### src/verilog/lpms_pkg.sv
package lpms_pkg;

  localparam int unsigned LPMS_CLK_MHZ          = 125;
  localparam int unsigned LPMS_IRC_MHZ          = 12;
  localparam int unsigned LPMS_IRC_START_US     = 60;
  localparam int unsigned LPMS_FLASH_START_US   = 100;
  localparam int unsigned LPMS_IRC_WAKE_OSC_CYC = 4;
  localparam int unsigned LPMS_XTAL_WAKE_CYC    = 4096;
  localparam int unsigned LPMS_RST_WAIT_CYC     = 256;
  localparam int unsigned LPMS_IRC_WAKE_CYC =
    (LPMS_IRC_WAKE_OSC_CYC * LPMS_CLK_MHZ + LPMS_IRC_MHZ - 1) / LPMS_IRC_MHZ;
  localparam int unsigned LPMS_IRC_START_CYC =
    LPMS_IRC_START_US * LPMS_CLK_MHZ;
  localparam int unsigned LPMS_FLASH_IRC_CYC =
    LPMS_FLASH_START_US * LPMS_IRC_MHZ;
  localparam int unsigned LPMS_FLASH_START_CYC =
    (LPMS_FLASH_IRC_CYC * LPMS_CLK_MHZ + LPMS_IRC_MHZ - 1) / LPMS_IRC_MHZ;

  localparam int unsigned LPMS_CNT_W  = 16;
  localparam int unsigned LPMS_ADDR_W = 8;
  localparam int unsigned LPMS_DATA_W = 32;
  localparam int unsigned LPMS_NIRQ   = 12;
  localparam int unsigned LPMS_CFG_W  = 5;
  localparam int unsigned LPMS_DIV_W  = 8;

  localparam logic [7:0] LPMS_CFG_OFS  = 8'h00;
  localparam logic [7:0] LPMS_DIV_OFS  = 8'h04;
  localparam logic [7:0] LPMS_STAT_OFS = 8'h08;
  localparam logic [4:0] LPMS_CFG_RST  = 5'h00;
  localparam logic [7:0] LPMS_DIV_RST  = 8'h00;

  typedef enum logic [1:0] {
    LPMS_MODE_SLEEP, LPMS_MODE_DSLEEP, LPMS_MODE_PDOWN, LPMS_MODE_RSVD
  } lpms_mode_e;

  typedef enum logic [3:0] {
    LPMS_RST_HOLD, LPMS_RST_OSC, LPMS_RST_CNT, LPMS_RST_FLASH, LPMS_RUN,
    LPMS_SLEEP, LPMS_DSLEEP, LPMS_PDOWN, LPMS_WAKE_IRC, LPMS_WAKE_CNT,
    LPMS_DPD
  } lpms_state_e;

  typedef struct packed {
    logic       nmi;
    logic [3:0] ext_irq_input;
    logic       gpio;
    logic       wake_on_lan;
    logic       brownout;
    logic       rtc_alarm;
    logic       usb_act;
    logic       can_act;
    logic       wdt_timeout;
  } lpms_wake_s;

  typedef struct packed {
    logic keep_32k;
    logic clk_sel_main;
    logic pll_connect;
    logic pll_en;
    logic main_osc_en;
  } lpms_cfg_s;

  typedef struct packed {
    logic core_clk_en;
    logic periph_clk_en;
    logic irc_power;
    logic irc_out_en;
    logic main_osc_power;
    logic pll_power;
    logic pll_connect;
    logic clk_sel_main;
    logic flash_power;
    logic flash_access_en;
    logic main_sram_en;
    logic periph_ram_en;
    logic dma_en;
    logic osc32k_power;
    logic core_power;
    logic rtc_clk_en;
    logic wdt_clk_en;
  } lpms_pwr_s;

endpackage

### src/verilog/lpms_top.sv
`timescale 1ns/1ps
`default_nettype none
module lpms_top
  import lpms_pkg::*;
#(
  parameter int unsigned IRC_START_CYC   = LPMS_IRC_START_CYC,
  parameter int unsigned FLASH_START_CYC = LPMS_FLASH_START_CYC
) (
  // clock and reset
  input  wire logic                   clk_in,
  input  wire logic                   rst_n_in,
  // reset sources
  input  wire logic                   ext_reset_in,
  input  wire logic                   wdt_reset_in,
  input  wire logic                   bod_reset_in,
  // oscillator and flash status
  input  wire logic                   irc_ready_in,
  input  wire logic                   flash_init_done_in,
  input  wire logic                   rtc_en_in,
  input  wire logic                   wdt_run_in,
  // processor and rtc requests
  input  wire logic                   sleep_req_in,
  input  wire logic [1:0]             mode_sel_in,
  input  wire logic                   rtc_dpd_req_in,
  // interrupt lines and mask from nested_irq_ctrl
  input  wire lpms_wake_s             wake_irq_in,
  input  wire logic [LPMS_NIRQ-1:0]   irq_enable_mask_in,
  // register port
  input  wire logic [LPMS_ADDR_W-1:0] addr_in,
  input  wire logic [LPMS_DATA_W-1:0] wr_data_in,
  input  wire logic                   wr_en_in,
  input  wire logic                   rd_en_in,
  output logic      [LPMS_DATA_W-1:0] rd_data_out,
  // power and clock controls
  output lpms_pwr_s                   pwr_out,
  output logic      [LPMS_DIV_W-1:0]  clk_div_out,
  output logic                        internal_reset_out,
  output logic      [LPMS_NIRQ-1:0]   wake_irq_ctrl_mask_out,
  output logic      [3:0]             state_out
);

  localparam logic [LPMS_CNT_W-1:0] IRC_START_LD =
    LPMS_CNT_W'(IRC_START_CYC - 1);
  localparam logic [LPMS_CNT_W-1:0] FLASH_LD =
    LPMS_CNT_W'(FLASH_START_CYC - 1);
  localparam logic [LPMS_CNT_W-1:0] IRC_WAKE_LD =
    LPMS_CNT_W'(LPMS_IRC_WAKE_CYC - 1);
  localparam logic [LPMS_CNT_W-1:0] XTAL_WAKE_LD =
    LPMS_CNT_W'(LPMS_XTAL_WAKE_CYC - 1);
  localparam logic [LPMS_CNT_W-1:0] RST_WAIT_LD =
    LPMS_CNT_W'(LPMS_RST_WAIT_CYC - 1);

  lpms_state_e            state_reg;
  lpms_state_e            state_next;
  logic [LPMS_CNT_W-1:0]  cnt_reg;
  logic [LPMS_CNT_W-1:0]  cnt_next;
  logic [LPMS_CNT_W-1:0]  flash_cnt_reg;
  logic                   flash_ready_reg;
  lpms_cfg_s              cfg_reg;
  logic [LPMS_DIV_W-1:0]  div_reg;
  logic [LPMS_NIRQ-1:0]   wic_mask_reg;
  logic                   used_main_reg;
  logic [LPMS_NIRQ-1:0]   wake_bits;
  logic                   reset_any;
  logic                   live_hit;
  logic                   wic_hit;
  logic                   enter_deep;
  logic                   enter_pd;
  logic                   flash_off;

  ////////////////////////////////////////////////////////////////////////
  // wake decode

  assign wake_bits = wake_irq_in;
  assign reset_any = ext_reset_in | wdt_reset_in | bod_reset_in;
  // nmi cannot be masked off
  assign live_hit = (|(wake_bits & irq_enable_mask_in)) |
                    wake_irq_in.nmi;
  assign wic_hit = (|(wake_bits & wic_mask_reg)) |
                   wake_irq_in.nmi;

  ////////////////////////////////////////////////////////////////////////
  // sequencer

  always_comb begin
    state_next = state_reg;
    cnt_next   = (cnt_reg == '0) ? cnt_reg : cnt_reg - 1'b1;
    if (reset_any) begin
      state_next = LPMS_RST_HOLD;
      cnt_next   = RST_WAIT_LD;
    end else begin
      unique case (state_reg)
        LPMS_RST_HOLD: begin
          state_next = LPMS_RST_OSC;
          cnt_next   = RST_WAIT_LD;
        end
        LPMS_RST_OSC: begin
          cnt_next = RST_WAIT_LD;
          if (irc_ready_in) begin
            state_next = LPMS_RST_CNT;
          end
        end
        LPMS_RST_CNT: begin
          if (cnt_reg == '0) begin
            state_next = LPMS_RST_FLASH;
          end
        end
        LPMS_RST_FLASH: begin
          if (flash_ready_reg && flash_init_done_in) begin
            state_next = LPMS_RUN;
          end
        end
        LPMS_RUN: begin
          if (rtc_dpd_req_in) begin
            state_next = LPMS_DPD;
          end else if (sleep_req_in) begin
            unique case (lpms_mode_e'(mode_sel_in))
              LPMS_MODE_SLEEP:  state_next = LPMS_SLEEP;
              LPMS_MODE_DSLEEP: state_next = LPMS_DSLEEP;
              LPMS_MODE_PDOWN:  state_next = LPMS_PDOWN;
              LPMS_MODE_RSVD:   state_next = LPMS_RUN;
            endcase
          end
        end
        LPMS_SLEEP: begin
          if (live_hit) begin
            state_next = LPMS_RUN;
          end
        end
        LPMS_DSLEEP: begin
          if (wic_hit) begin
            state_next = LPMS_WAKE_CNT;
            cnt_next   = used_main_reg ? XTAL_WAKE_LD
                                       : IRC_WAKE_LD;
          end
        end
        LPMS_PDOWN: begin
          if (wic_hit) begin
            state_next = LPMS_WAKE_IRC;
            cnt_next   = IRC_START_LD;
          end
        end
        LPMS_WAKE_IRC: begin
          if (cnt_reg == '0) begin
            state_next = LPMS_WAKE_CNT;
            cnt_next   = IRC_WAKE_LD;
          end
        end
        LPMS_WAKE_CNT: begin
          if (cnt_reg == '0) begin
            state_next = LPMS_RUN;
          end
        end
        LPMS_DPD: begin
          if (wake_irq_in.rtc_alarm) begin
            state_next = LPMS_RST_HOLD;
          end
        end
        default: begin
          state_next = LPMS_RST_HOLD;
        end
      endcase
    end
  end

  assign enter_deep = (state_reg == LPMS_RUN) &&
                      ((state_next == LPMS_DSLEEP) ||
                       (state_next == LPMS_PDOWN) ||
                       (state_next == LPMS_DPD));
  assign enter_pd = (state_reg == LPMS_RUN) &&
                    ((state_next == LPMS_PDOWN) ||
                     (state_next == LPMS_DPD));

  always_ff @(posedge clk_in or negedge rst_n_in) begin
    if (!rst_n_in) begin
      state_reg <= LPMS_RST_HOLD;
      cnt_reg   <= '0;
    end else begin
      state_reg <= state_next;
      cnt_reg   <= cnt_next;
    end
  end

  ////////////////////////////////////////////////////////////////////////
  // mask latch for wake_irq_ctrl

  always_ff @(posedge clk_in or negedge rst_n_in) begin
    if (!rst_n_in) begin
      wic_mask_reg  <= '0;
      used_main_reg <= 1'b0;
    end else if (enter_deep) begin
      wic_mask_reg  <= irq_enable_mask_in;
      used_main_reg <= cfg_reg.clk_sel_main;
    end
  end

  ////////////////////////////////////////////////////////////////////////
  // flash wake-up timer

  assign flash_off = (state_reg == LPMS_PDOWN) ||
                     (state_reg == LPMS_DPD) ||
                     (state_reg == LPMS_RST_HOLD);

  always_ff @(posedge clk_in or negedge rst_n_in) begin
    if (!rst_n_in) begin
      flash_cnt_reg   <= FLASH_LD;
      flash_ready_reg <= 1'b0;
    end else if (flash_off) begin
      flash_cnt_reg   <= FLASH_LD;
      flash_ready_reg <= 1'b0;
    end else begin
      if (flash_cnt_reg != '0) begin
        flash_cnt_reg <= flash_cnt_reg - 1'b1;
      end
      flash_ready_reg <= (flash_cnt_reg == '0);
    end
  end

  ////////////////////////////////////////////////////////////////////////
  // clock configuration registers: divider and PLL bits cleared by hardware on deep entry, clk_sel_main on power-down entry

  always_ff @(posedge clk_in or negedge rst_n_in) begin
    if (!rst_n_in) begin
      cfg_reg <= lpms_cfg_s'(LPMS_CFG_RST);
    end else if (reset_any) begin
      cfg_reg <= lpms_cfg_s'(LPMS_CFG_RST);
    end else if (enter_deep) begin
      cfg_reg.pll_en      <= 1'b0;
      cfg_reg.pll_connect <= 1'b0;
      if (enter_pd) begin
        cfg_reg.clk_sel_main <= 1'b0;
      end
    end else if (wr_en_in && addr_in == LPMS_CFG_OFS) begin
      cfg_reg <= lpms_cfg_s'(wr_data_in[LPMS_CFG_W-1:0]);
    end
  end

  always_ff @(posedge clk_in or negedge rst_n_in) begin
    if (!rst_n_in) begin
      div_reg <= LPMS_DIV_RST;
    end else if (reset_any || enter_deep) begin
      div_reg <= LPMS_DIV_RST;
    end else if (wr_en_in && addr_in == LPMS_DIV_OFS) begin
      div_reg <= wr_data_in[LPMS_DIV_W-1:0];
    end
  end

  always_ff @(posedge clk_in or negedge rst_n_in) begin
    if (!rst_n_in) begin
      rd_data_out <= '0;
    end else if (rd_en_in) begin
      unique case (addr_in)
        LPMS_CFG_OFS:  rd_data_out <= {27'h0000000, cfg_reg};
        LPMS_DIV_OFS:  rd_data_out <= {24'h000000, div_reg};
        LPMS_STAT_OFS: rd_data_out <= {25'h0000000, used_main_reg,
                                       internal_reset_out,
                                       flash_ready_reg, state_reg};
        default:       rd_data_out <= '0;
      endcase
    end else begin
      rd_data_out <= '0;
    end
  end

  ////////////////////////////////////////////////////////////////////////
  // power and clock controls per state

  function automatic lpms_pwr_s pwr_of(input lpms_state_e st,
                                       input lpms_cfg_s   cfg,
                                       input logic        fl_rdy);
    lpms_pwr_s p;
    p.core_clk_en     = 1'b1;
    p.periph_clk_en   = 1'b1;
    p.irc_power       = 1'b1;
    p.irc_out_en      = 1'b1;
    p.main_osc_power  = cfg.main_osc_en;
    p.pll_power       = cfg.pll_en;
    p.pll_connect     = cfg.pll_en & cfg.pll_connect;
    p.clk_sel_main    = cfg.clk_sel_main;
    p.flash_power     = 1'b1;
    p.flash_access_en = fl_rdy;
    p.main_sram_en    = 1'b1;
    p.periph_ram_en   = 1'b1;
    p.dma_en          = 1'b1;
    p.osc32k_power    = 1'b1;
    p.core_power      = 1'b1;
    p.rtc_clk_en      = rtc_en_in;
    p.wdt_clk_en      = wdt_run_in;
    unique case (st)
      LPMS_RUN: begin
      end
      LPMS_SLEEP: begin
        p.core_clk_en     = 1'b0;
        p.flash_access_en = 1'b0;
        p.main_sram_en    = 1'b0;
      end
      LPMS_DSLEEP, LPMS_PDOWN: begin
        p.core_clk_en     = 1'b0;
        p.periph_clk_en   = 1'b0;
        p.irc_out_en      = 1'b0;
        p.main_osc_power  = 1'b0;
        p.pll_power       = 1'b0;
        p.pll_connect     = 1'b0;
        p.flash_access_en = 1'b0;
        p.main_sram_en    = 1'b0;
        p.periph_ram_en   = 1'b0;
        p.dma_en          = 1'b0;
        if (st == LPMS_PDOWN) begin
          p.irc_power    = 1'b0;
          p.flash_power  = 1'b0;
          p.clk_sel_main = 1'b0;
        end
      end
      LPMS_DPD: begin
        p = '0;
        p.osc32k_power = cfg.keep_32k;
        p.rtc_clk_en   = rtc_en_in & cfg.keep_32k;
      end
      default: begin
        // reset and wake sequences: core held, on the RC with its output gated in LPMS_WAKE_IRC; LPMS_WAKE_CNT follows clk_sel_main
        p.core_clk_en     = 1'b0;
        p.periph_clk_en   = 1'b0;
        p.flash_access_en = 1'b0;
        p.pll_power       = 1'b0;
        p.pll_connect     = 1'b0;
        p.clk_sel_main    = (st == LPMS_WAKE_CNT) & cfg.clk_sel_main;
        p.irc_out_en      = (st != LPMS_WAKE_IRC);
        if (st == LPMS_WAKE_IRC || st == LPMS_WAKE_CNT) begin
          p.main_sram_en = 1'b1;
        end
      end
    endcase
    return p;
  endfunction

  always_ff @(posedge clk_in or negedge rst_n_in) begin
    if (!rst_n_in) begin
      pwr_out <= '0;
    end else begin
      pwr_out <= pwr_of(state_next, cfg_reg, flash_ready_reg);
    end
  end

  always_ff @(posedge clk_in or negedge rst_n_in) begin
    if (!rst_n_in) begin
      internal_reset_out     <= 1'b1;
      state_out              <= 4'h0;
      clk_div_out            <= LPMS_DIV_RST;
      wake_irq_ctrl_mask_out <= '0;
    end else begin
      internal_reset_out <= (state_next == LPMS_RST_HOLD) ||
                            (state_next == LPMS_RST_OSC) ||
                            (state_next == LPMS_RST_CNT) ||
                            (state_next == LPMS_RST_FLASH);
      state_out              <= state_next;
      clk_div_out            <= (reset_any || enter_deep) ? LPMS_DIV_RST :
                                div_reg;
      wake_irq_ctrl_mask_out <= wic_mask_reg;
    end
  end

endmodule
`default_nettype wire

### config.mk
export PLATFORM = sky130hd
export DESIGN_NAME = lpms_top
export DESIGN_NICKNAME = d
export VERILOG_FILES = /design/src/verilog/lpms_pkg.sv /design/src/verilog/lpms_top.sv
export SDC_FILE = /design/constraint.sdc
export NUM_CORES = 1
export LEC_CHECK = 0
export BUFFER_PORTS_ARGS = -buffer_cell sky130_fd_sc_hd__buf_2
export CAP_MARGIN = 20
export CORE_AREA = 10 10 130 108
export DETAILED_ROUTE_END_ITERATION = 12
export DIE_AREA = 0 0 140 118
export PLACE_DENSITY = 0.78
export SLEW_MARGIN = 5
export SYNTH_ARGS = -nofsm -noshare
export SYNTH_HDL_FRONTEND = slang
export SYNTH_SLANG_ARGS = --single-unit
### constraint.sdc
create_clock -name clk_in -period 2.3 [get_ports clk_in]
set_clock_uncertainty 0.2 [all_clocks]
set_input_delay 0.46 -clock clk_in [delete_from_list [all_inputs] [get_ports clk_in]]
set_output_delay 0.46 -clock clk_in [all_outputs]
set_load 0.05 [all_outputs]
Word level (Yosys, flattened, before mapping) --
Cells that the tools add are included.
Word-level totals: flip-flop bits (word level) 133, bits of input ports 79, output and inout bits 74, logic and storage cells 152
Cells by class: equal/unequal tests 27, bitwise logic cells 9, muxes and demuxes 47, reduce and logical (&&, ||, !) cells 34, add/subtract/negate cells 2
Operators by type and width (number):
- $mux W16 | 7
- $pmux W16 S4 | 1
- $mux W4 | 13
- $pmux W4 S11 | 1
- $eq A4 B3 Y1 const B | 8
- $logic_not A16 Y1 | 2
- $mux W32 | 1
- $sub A16 B1 Y16 const B | 2
- $and A12 B12 Y12 | 2
- $mux W8 | 3
- $pmux W8 S3 | 1
- $reduce_or A12 Y1 | 2
- $eq A4 B4 Y1 const B | 5
- $eq A4 B2 Y1 const B | 4
- $pmux W4 S4 | 1
- $reduce_bool A16 Y1 | 1
- $mux W12 | 1
- $mux W5 | 2
- $logic_or A1 B1 Y1 | 9
- $pmux W3 S3 | 1
- $eq A4 B1 Y1 const B | 2
- $eq A8 B3 Y1 const B | 1
- $eq A8 B4 Y1 const B | 1
- $logic_not A4 Y1 | 2
- other kinds (21) | 46

Depth between registers and ports, before layout --
word-level depth 12, mapped depth 12, mapped depth without buffers 11

Worst setup path before layout --
Ideal clock, no wire load.
kind reg2reg, from register, netlist name state_out[2], to register wic_mask_reg[1], path buffers 3, slack -0.248 ns, cell stages (with the launch flop) 9, required time 1.975 ns, setup time 0.125 ns, clock period less this slack 2.548 ns, arrival time 2.223 ns, cell sequence dfrtp_1 -> buf_2 -> buf_2 -> a21oi_1 -> o21ai_1 -> nor2_1 -> o21ai_1 -> buf_2 -> mux2_2
RTL lines:
- end signal: assignment | RTL line lpms_top.sv:192 | wic_mask_reg <= irq_enable_mask_in;
- end: declaration | RTL line lpms_top.sv:61 | logic [LPMS_NIRQ-1:0] wic_mask_reg;

Final worst setup path --
from register cnt_reg[1], to register cfg_reg[3] (netlist bit)
On the way: longest elaborated chain between the ends 10, elaborated cells on any way between the ends 19, classes of those cells 4 x eq/ne; 7 x mux; 8 x reduce/logical
RTL lines:
- start: declaration | RTL line lpms_top.sv:55 | logic [LPMS_CNT_W-1:0] cnt_reg;
- start signal: assignment | RTL line lpms_top.sv:180 | cnt_reg <= cnt_next;
- $logic_not A16 Y1 * | RTL line lpms_top.sv:104, lpms_top.sv:144, lpms_top.sv:150
- $mux W4, on equally long branches | RTL line lpms_top.sv:150, lpms_top.sv:104, lpms_top.sv:144
- $pmux W4 S11 * | RTL line lpms_top.sv:92 | unique case (state_reg)
- $mux W4 * | RTL line lpms_top.sv:88 | if (reset_any) begin
- $eq A4 B3 Y1, on equally long branches | RTL line lpms_top.sv:167, lpms_top.sv:168, lpms_top.sv:171
- $logic_or A1 B1 Y1 | RTL line lpms_top.sv:167 | ((state_next == LPMS_DSLEEP) ||
- $logic_or A1 B1 Y1 | RTL line lpms_top.sv:168 | (state_next == LPMS_PDOWN) ||
- $logic_and A1 B1 Y1 | RTL line lpms_top.sv:166 | assign enter_deep = (state_reg == LPMS_RUN) &&
- $ne A3 B2 Y1 (no line), or another cell as far along
- $reduce_and A2 Y1 (no line) or $mux W5 (tied branches)
- end signal: assignment | RTL line lpms_top.sv:224 | cfg_reg <= lpms_cfg_s'(LPMS_CFG_RST);
- end signal: assignment | RTL line lpms_top.sv:226 | cfg_reg <= lpms_cfg_s'(LPMS_CFG_RST);
- end signal: assignment | RTL line lpms_top.sv:234 | cfg_reg <= lpms_cfg_s'(wr_data_in[LPMS_CFG_W-1:0]);
- end: declaration | RTL line lpms_top.sv:59 | lpms_cfg_s cfg_reg;
Mark *: on every way between the ends. The rest lies on a longest branch, timed or not. A chain may end at the register's enable or synchronous reset.

==> reports/qor.txt <==
Status -> finished, violations left
Failing checks -> setup timing
Vias in the first global route -> 4551
Cells after synthesis -> 509
Hold depth -> 2
CTS tree -> done
Post-synthesis cell area -> 0.00526 mm^2
Yosys cell types -> 72
Crit. End Element -> flop
CP max stage delay -> 0.39 ns
Post-synthesis xor/xnor area fraction -> 0.0383
RSZ-0062 raised after global routing -> yes
Largest area contributor in the netlist -> dfrtp_1
Syn Area/Cell -> 10.3 um^2
First-pass GRT wire length -> 22.4 mm
Port bufs -> 104
Worst Min Path Start -> wdt_run_in
Synthesized flop and latch total -> 107
Crit path max-delay family -> simple AND/OR/NAND/NOR gates
Post-Synth Adder-Cell Area -> 0.0119
Worst Reg2Reg Path Length in Cells -> 11
Vias post-DR -> 4479
Post-route DRC -> 0
RR Startpoint -> cnt_reg[1]
Post-synth EDFFs -> 0
Period utilization -> 1.03
Worst hold-check path type -> input pin to flop
DR WL/cell -> 16.9 um
1st-iter DRT viols -> 266
Max Freq -> 421 MHz
Critical Path RT -> 2.33 ns
Pre-CTS setup slack -> -0.188 ns
Routed wire length -> 13.9 mm
Clock root cell -> clkbuf_16
Minimum clock period -> 2.37 ns
Commonest non-fill, non-tap cell in the layout -> buf_2
Prevailing post-synth register cell -> dfrtp_1
Rows -> 35
Critical path launch point type -> flop
Clock Path Buffers -> 2
CP arrival -> 2.40 ns
Post-route insts no fill -> 823
Min setup slack post-route -> -0.0746 ns
Antenna violations before repair -> 0
Hold Fails Final Rpt -> 0
Routed Antenna Nets -> 0
Final slew viol count -> 0
Post-synthesis mux area share -> 0.0623
Placed instance count -> 804
Total CTS buffers -> 9
Worst path bufs/invs -> 2
Largest family of logic cells by synthesized area -> simple AND/OR/NAND/NOR gates
Ports -> 153
DP HPWL -> 10.8 mm
Fin util -> 0.596
Die height -> 118 um
Crit path kind -> flop to flop
Clock transition at the registers of the reported paths -> 0.07 ns
Power Density -> 556 mW/mm^2
Yosys top cell area share -> 0.471
CP max FO -> 9
Synth Area in Compound Gates -> 0.112
Worst path slowest cell -> dfrtp_1
Initial Utilization -> 0.462
Post-synthesis sequential area ratio -> 0.511
# diodes -> 0
Final net count -> 754
Most frequent cells in the layout -> buf_2 (103), dfrtp_1 (96), nor2_1 (62), buf_4 (62), nand2_1 (39)
Worst-case hold path end point -> pwr_out[0]
Simple-Gate Fraction of Synth Area -> 0.201
Worst r2r dst -> cfg_reg[3]
Clock Sinks -> 107
Ranking of synthesized cells by area -> dfrtp_1 (47%), nor2_1 (4.5%), buf_4 (4.0%)
Htree depth -> 3
First-pass iteration count of the detailed router -> 5
Peak supply drop -> 0.433 mV
Post-synth ARST share -> 1.00
Reg2Reg Setup Slack -> -0.07 ns
Total gr overflow -> 0
P_leak -> 3.31 nW
Max_cap viols -> 0
Yosys warns -> 0
Die Wd -> 140 um
Total core area -> 0.0114 mm^2
Vias per cell -> 5.44
Clk_lat worst skew -> 0.35 ns
Final RePlAce weighted congestion -> 0.936
Area Growth Syn to Fin -> 29.0%
Global Route Usage Sum -> 0.161
Share of layout cells above drive strength 1 -> 0.373
Crit-path cells -> inv_1, ha_2, nor4b_4, nand2_2, nor2_4, inv_4, nor4_4, nor3_4, and3_4, a211oi_4, o31ai_2
Setup violators final -> 1
Pin count of the biggest net entering global routing -> 48
Die area -> 0.0165 mm^2
## cell type report
class                   count  area, um^2
inverters                  12        47.5
clock inverters             3        46.3
well taps                 148         185
fillers                   940        4600
flip-flops and latches    107        2690
repair buffers            169        1050
clock buffers              13         270
multi-input cells         371        2500
## routing by layer
metal / routed length (um) / share of wire / GRT usage / vias up
li1: - / - / - / 2063
met1: 5690 / 0.41 / 0.197 / 2177
met2: 6700 / 0.48 / 0.259 / 214
met3: 1330 / 0.096 / 0.0593 / 25
met4: 213 / 0.015 / 0.0490 / 0
met5: 0 / 0 / 0 / -
## what timing repair did
action / in CTS / in global routing
setup buffers: 0 / 2
resized for setup: 4 / 25
hold buffers: 1 / 0
endpoints found under the hold margin: 19 / 0
endpoints found under the setup margin: 16 / 63
pin swaps: 1 / 2
## worst max-delay path by stage
stage,startpoint,endpoint,slack (ns),cells after the start
2_1_floorplan,cnt_reg[0],cfg_reg[3],-0.02,12
3_3_place_gp,mode_sel_in[1],wic_mask_reg[5],-0.16,9
3_5_place_dp,mode_sel_in[0],wic_mask_reg[5],-0.19,9
4_1_cts,state_out[1],pwr_out[6],-0.04,7
5_1_grt,cnt_reg[0],cfg_reg[3],-0.15,11
6_report,cnt_reg[1],cfg_reg[3],-0.07,11
## cells by family (layout without fill, tap and decap cells)
family	Yosys count	after routing
other	1	24
xor gates and xnor gates	23	23
DFF	107	107
buffers and inverters	54	197
adders and majority gates	5	5
muxes	31	31
and+or+nand+nor	198	198
AOI/OAI and AO/OA	90	90
## power by group
part | internal, W | leakage (nW) | switching [W] | total (W)
Sequential | 0.00189 | 1.38 | 0.00000279 | 0.00189
Clock | 0.000935 | 0.152 | 0.000651 | 0.00159
Combinational | 0.0000855 | 1.77 | 0.000216 | 0.000301
## cells in the mapped netlist, drive strengths merged (5+ instances only)
| master | instances |
|---|---|
| clkbuf | 6 |
| ha | 5 |
| nor4 | 6 |
| dfrtp | 99 |
| nand2 | 42 |
| nor2 | 64 |
| a21oi | 24 |
| nor2b | 5 |
| and3 | 13 |
| dfstp | 8 |
| xor2 | 11 |
| a22oi | 13 |
| nor3 | 23 |
| inv | 12 |
| and2 | 5 |
| or3 | 6 |
| o21ai | 22 |
| mux2i | 17 |
| buf | 36 |
| xnor2 | 12 |
| nand3 | 10 |
| mux2 | 14 |
## metrics by stage
stage	TNS, ns	hold slack (ns)	power, W	instance area, um^2
after global placement	-3.76	0.157	0.00221	6310
final	-0.0746	0.119	0.00378	6790
after floorplan	-0.0207	-0.0356	0.00211	5390
after global routing	-0.351	0.121	0.00391	6790
after detailed placement	-4.46	0.165	0.00222	6310
after CTS	-0.125	0.118	0.00380	6660
No activity file was read; power rests on OpenSTA's default activity.
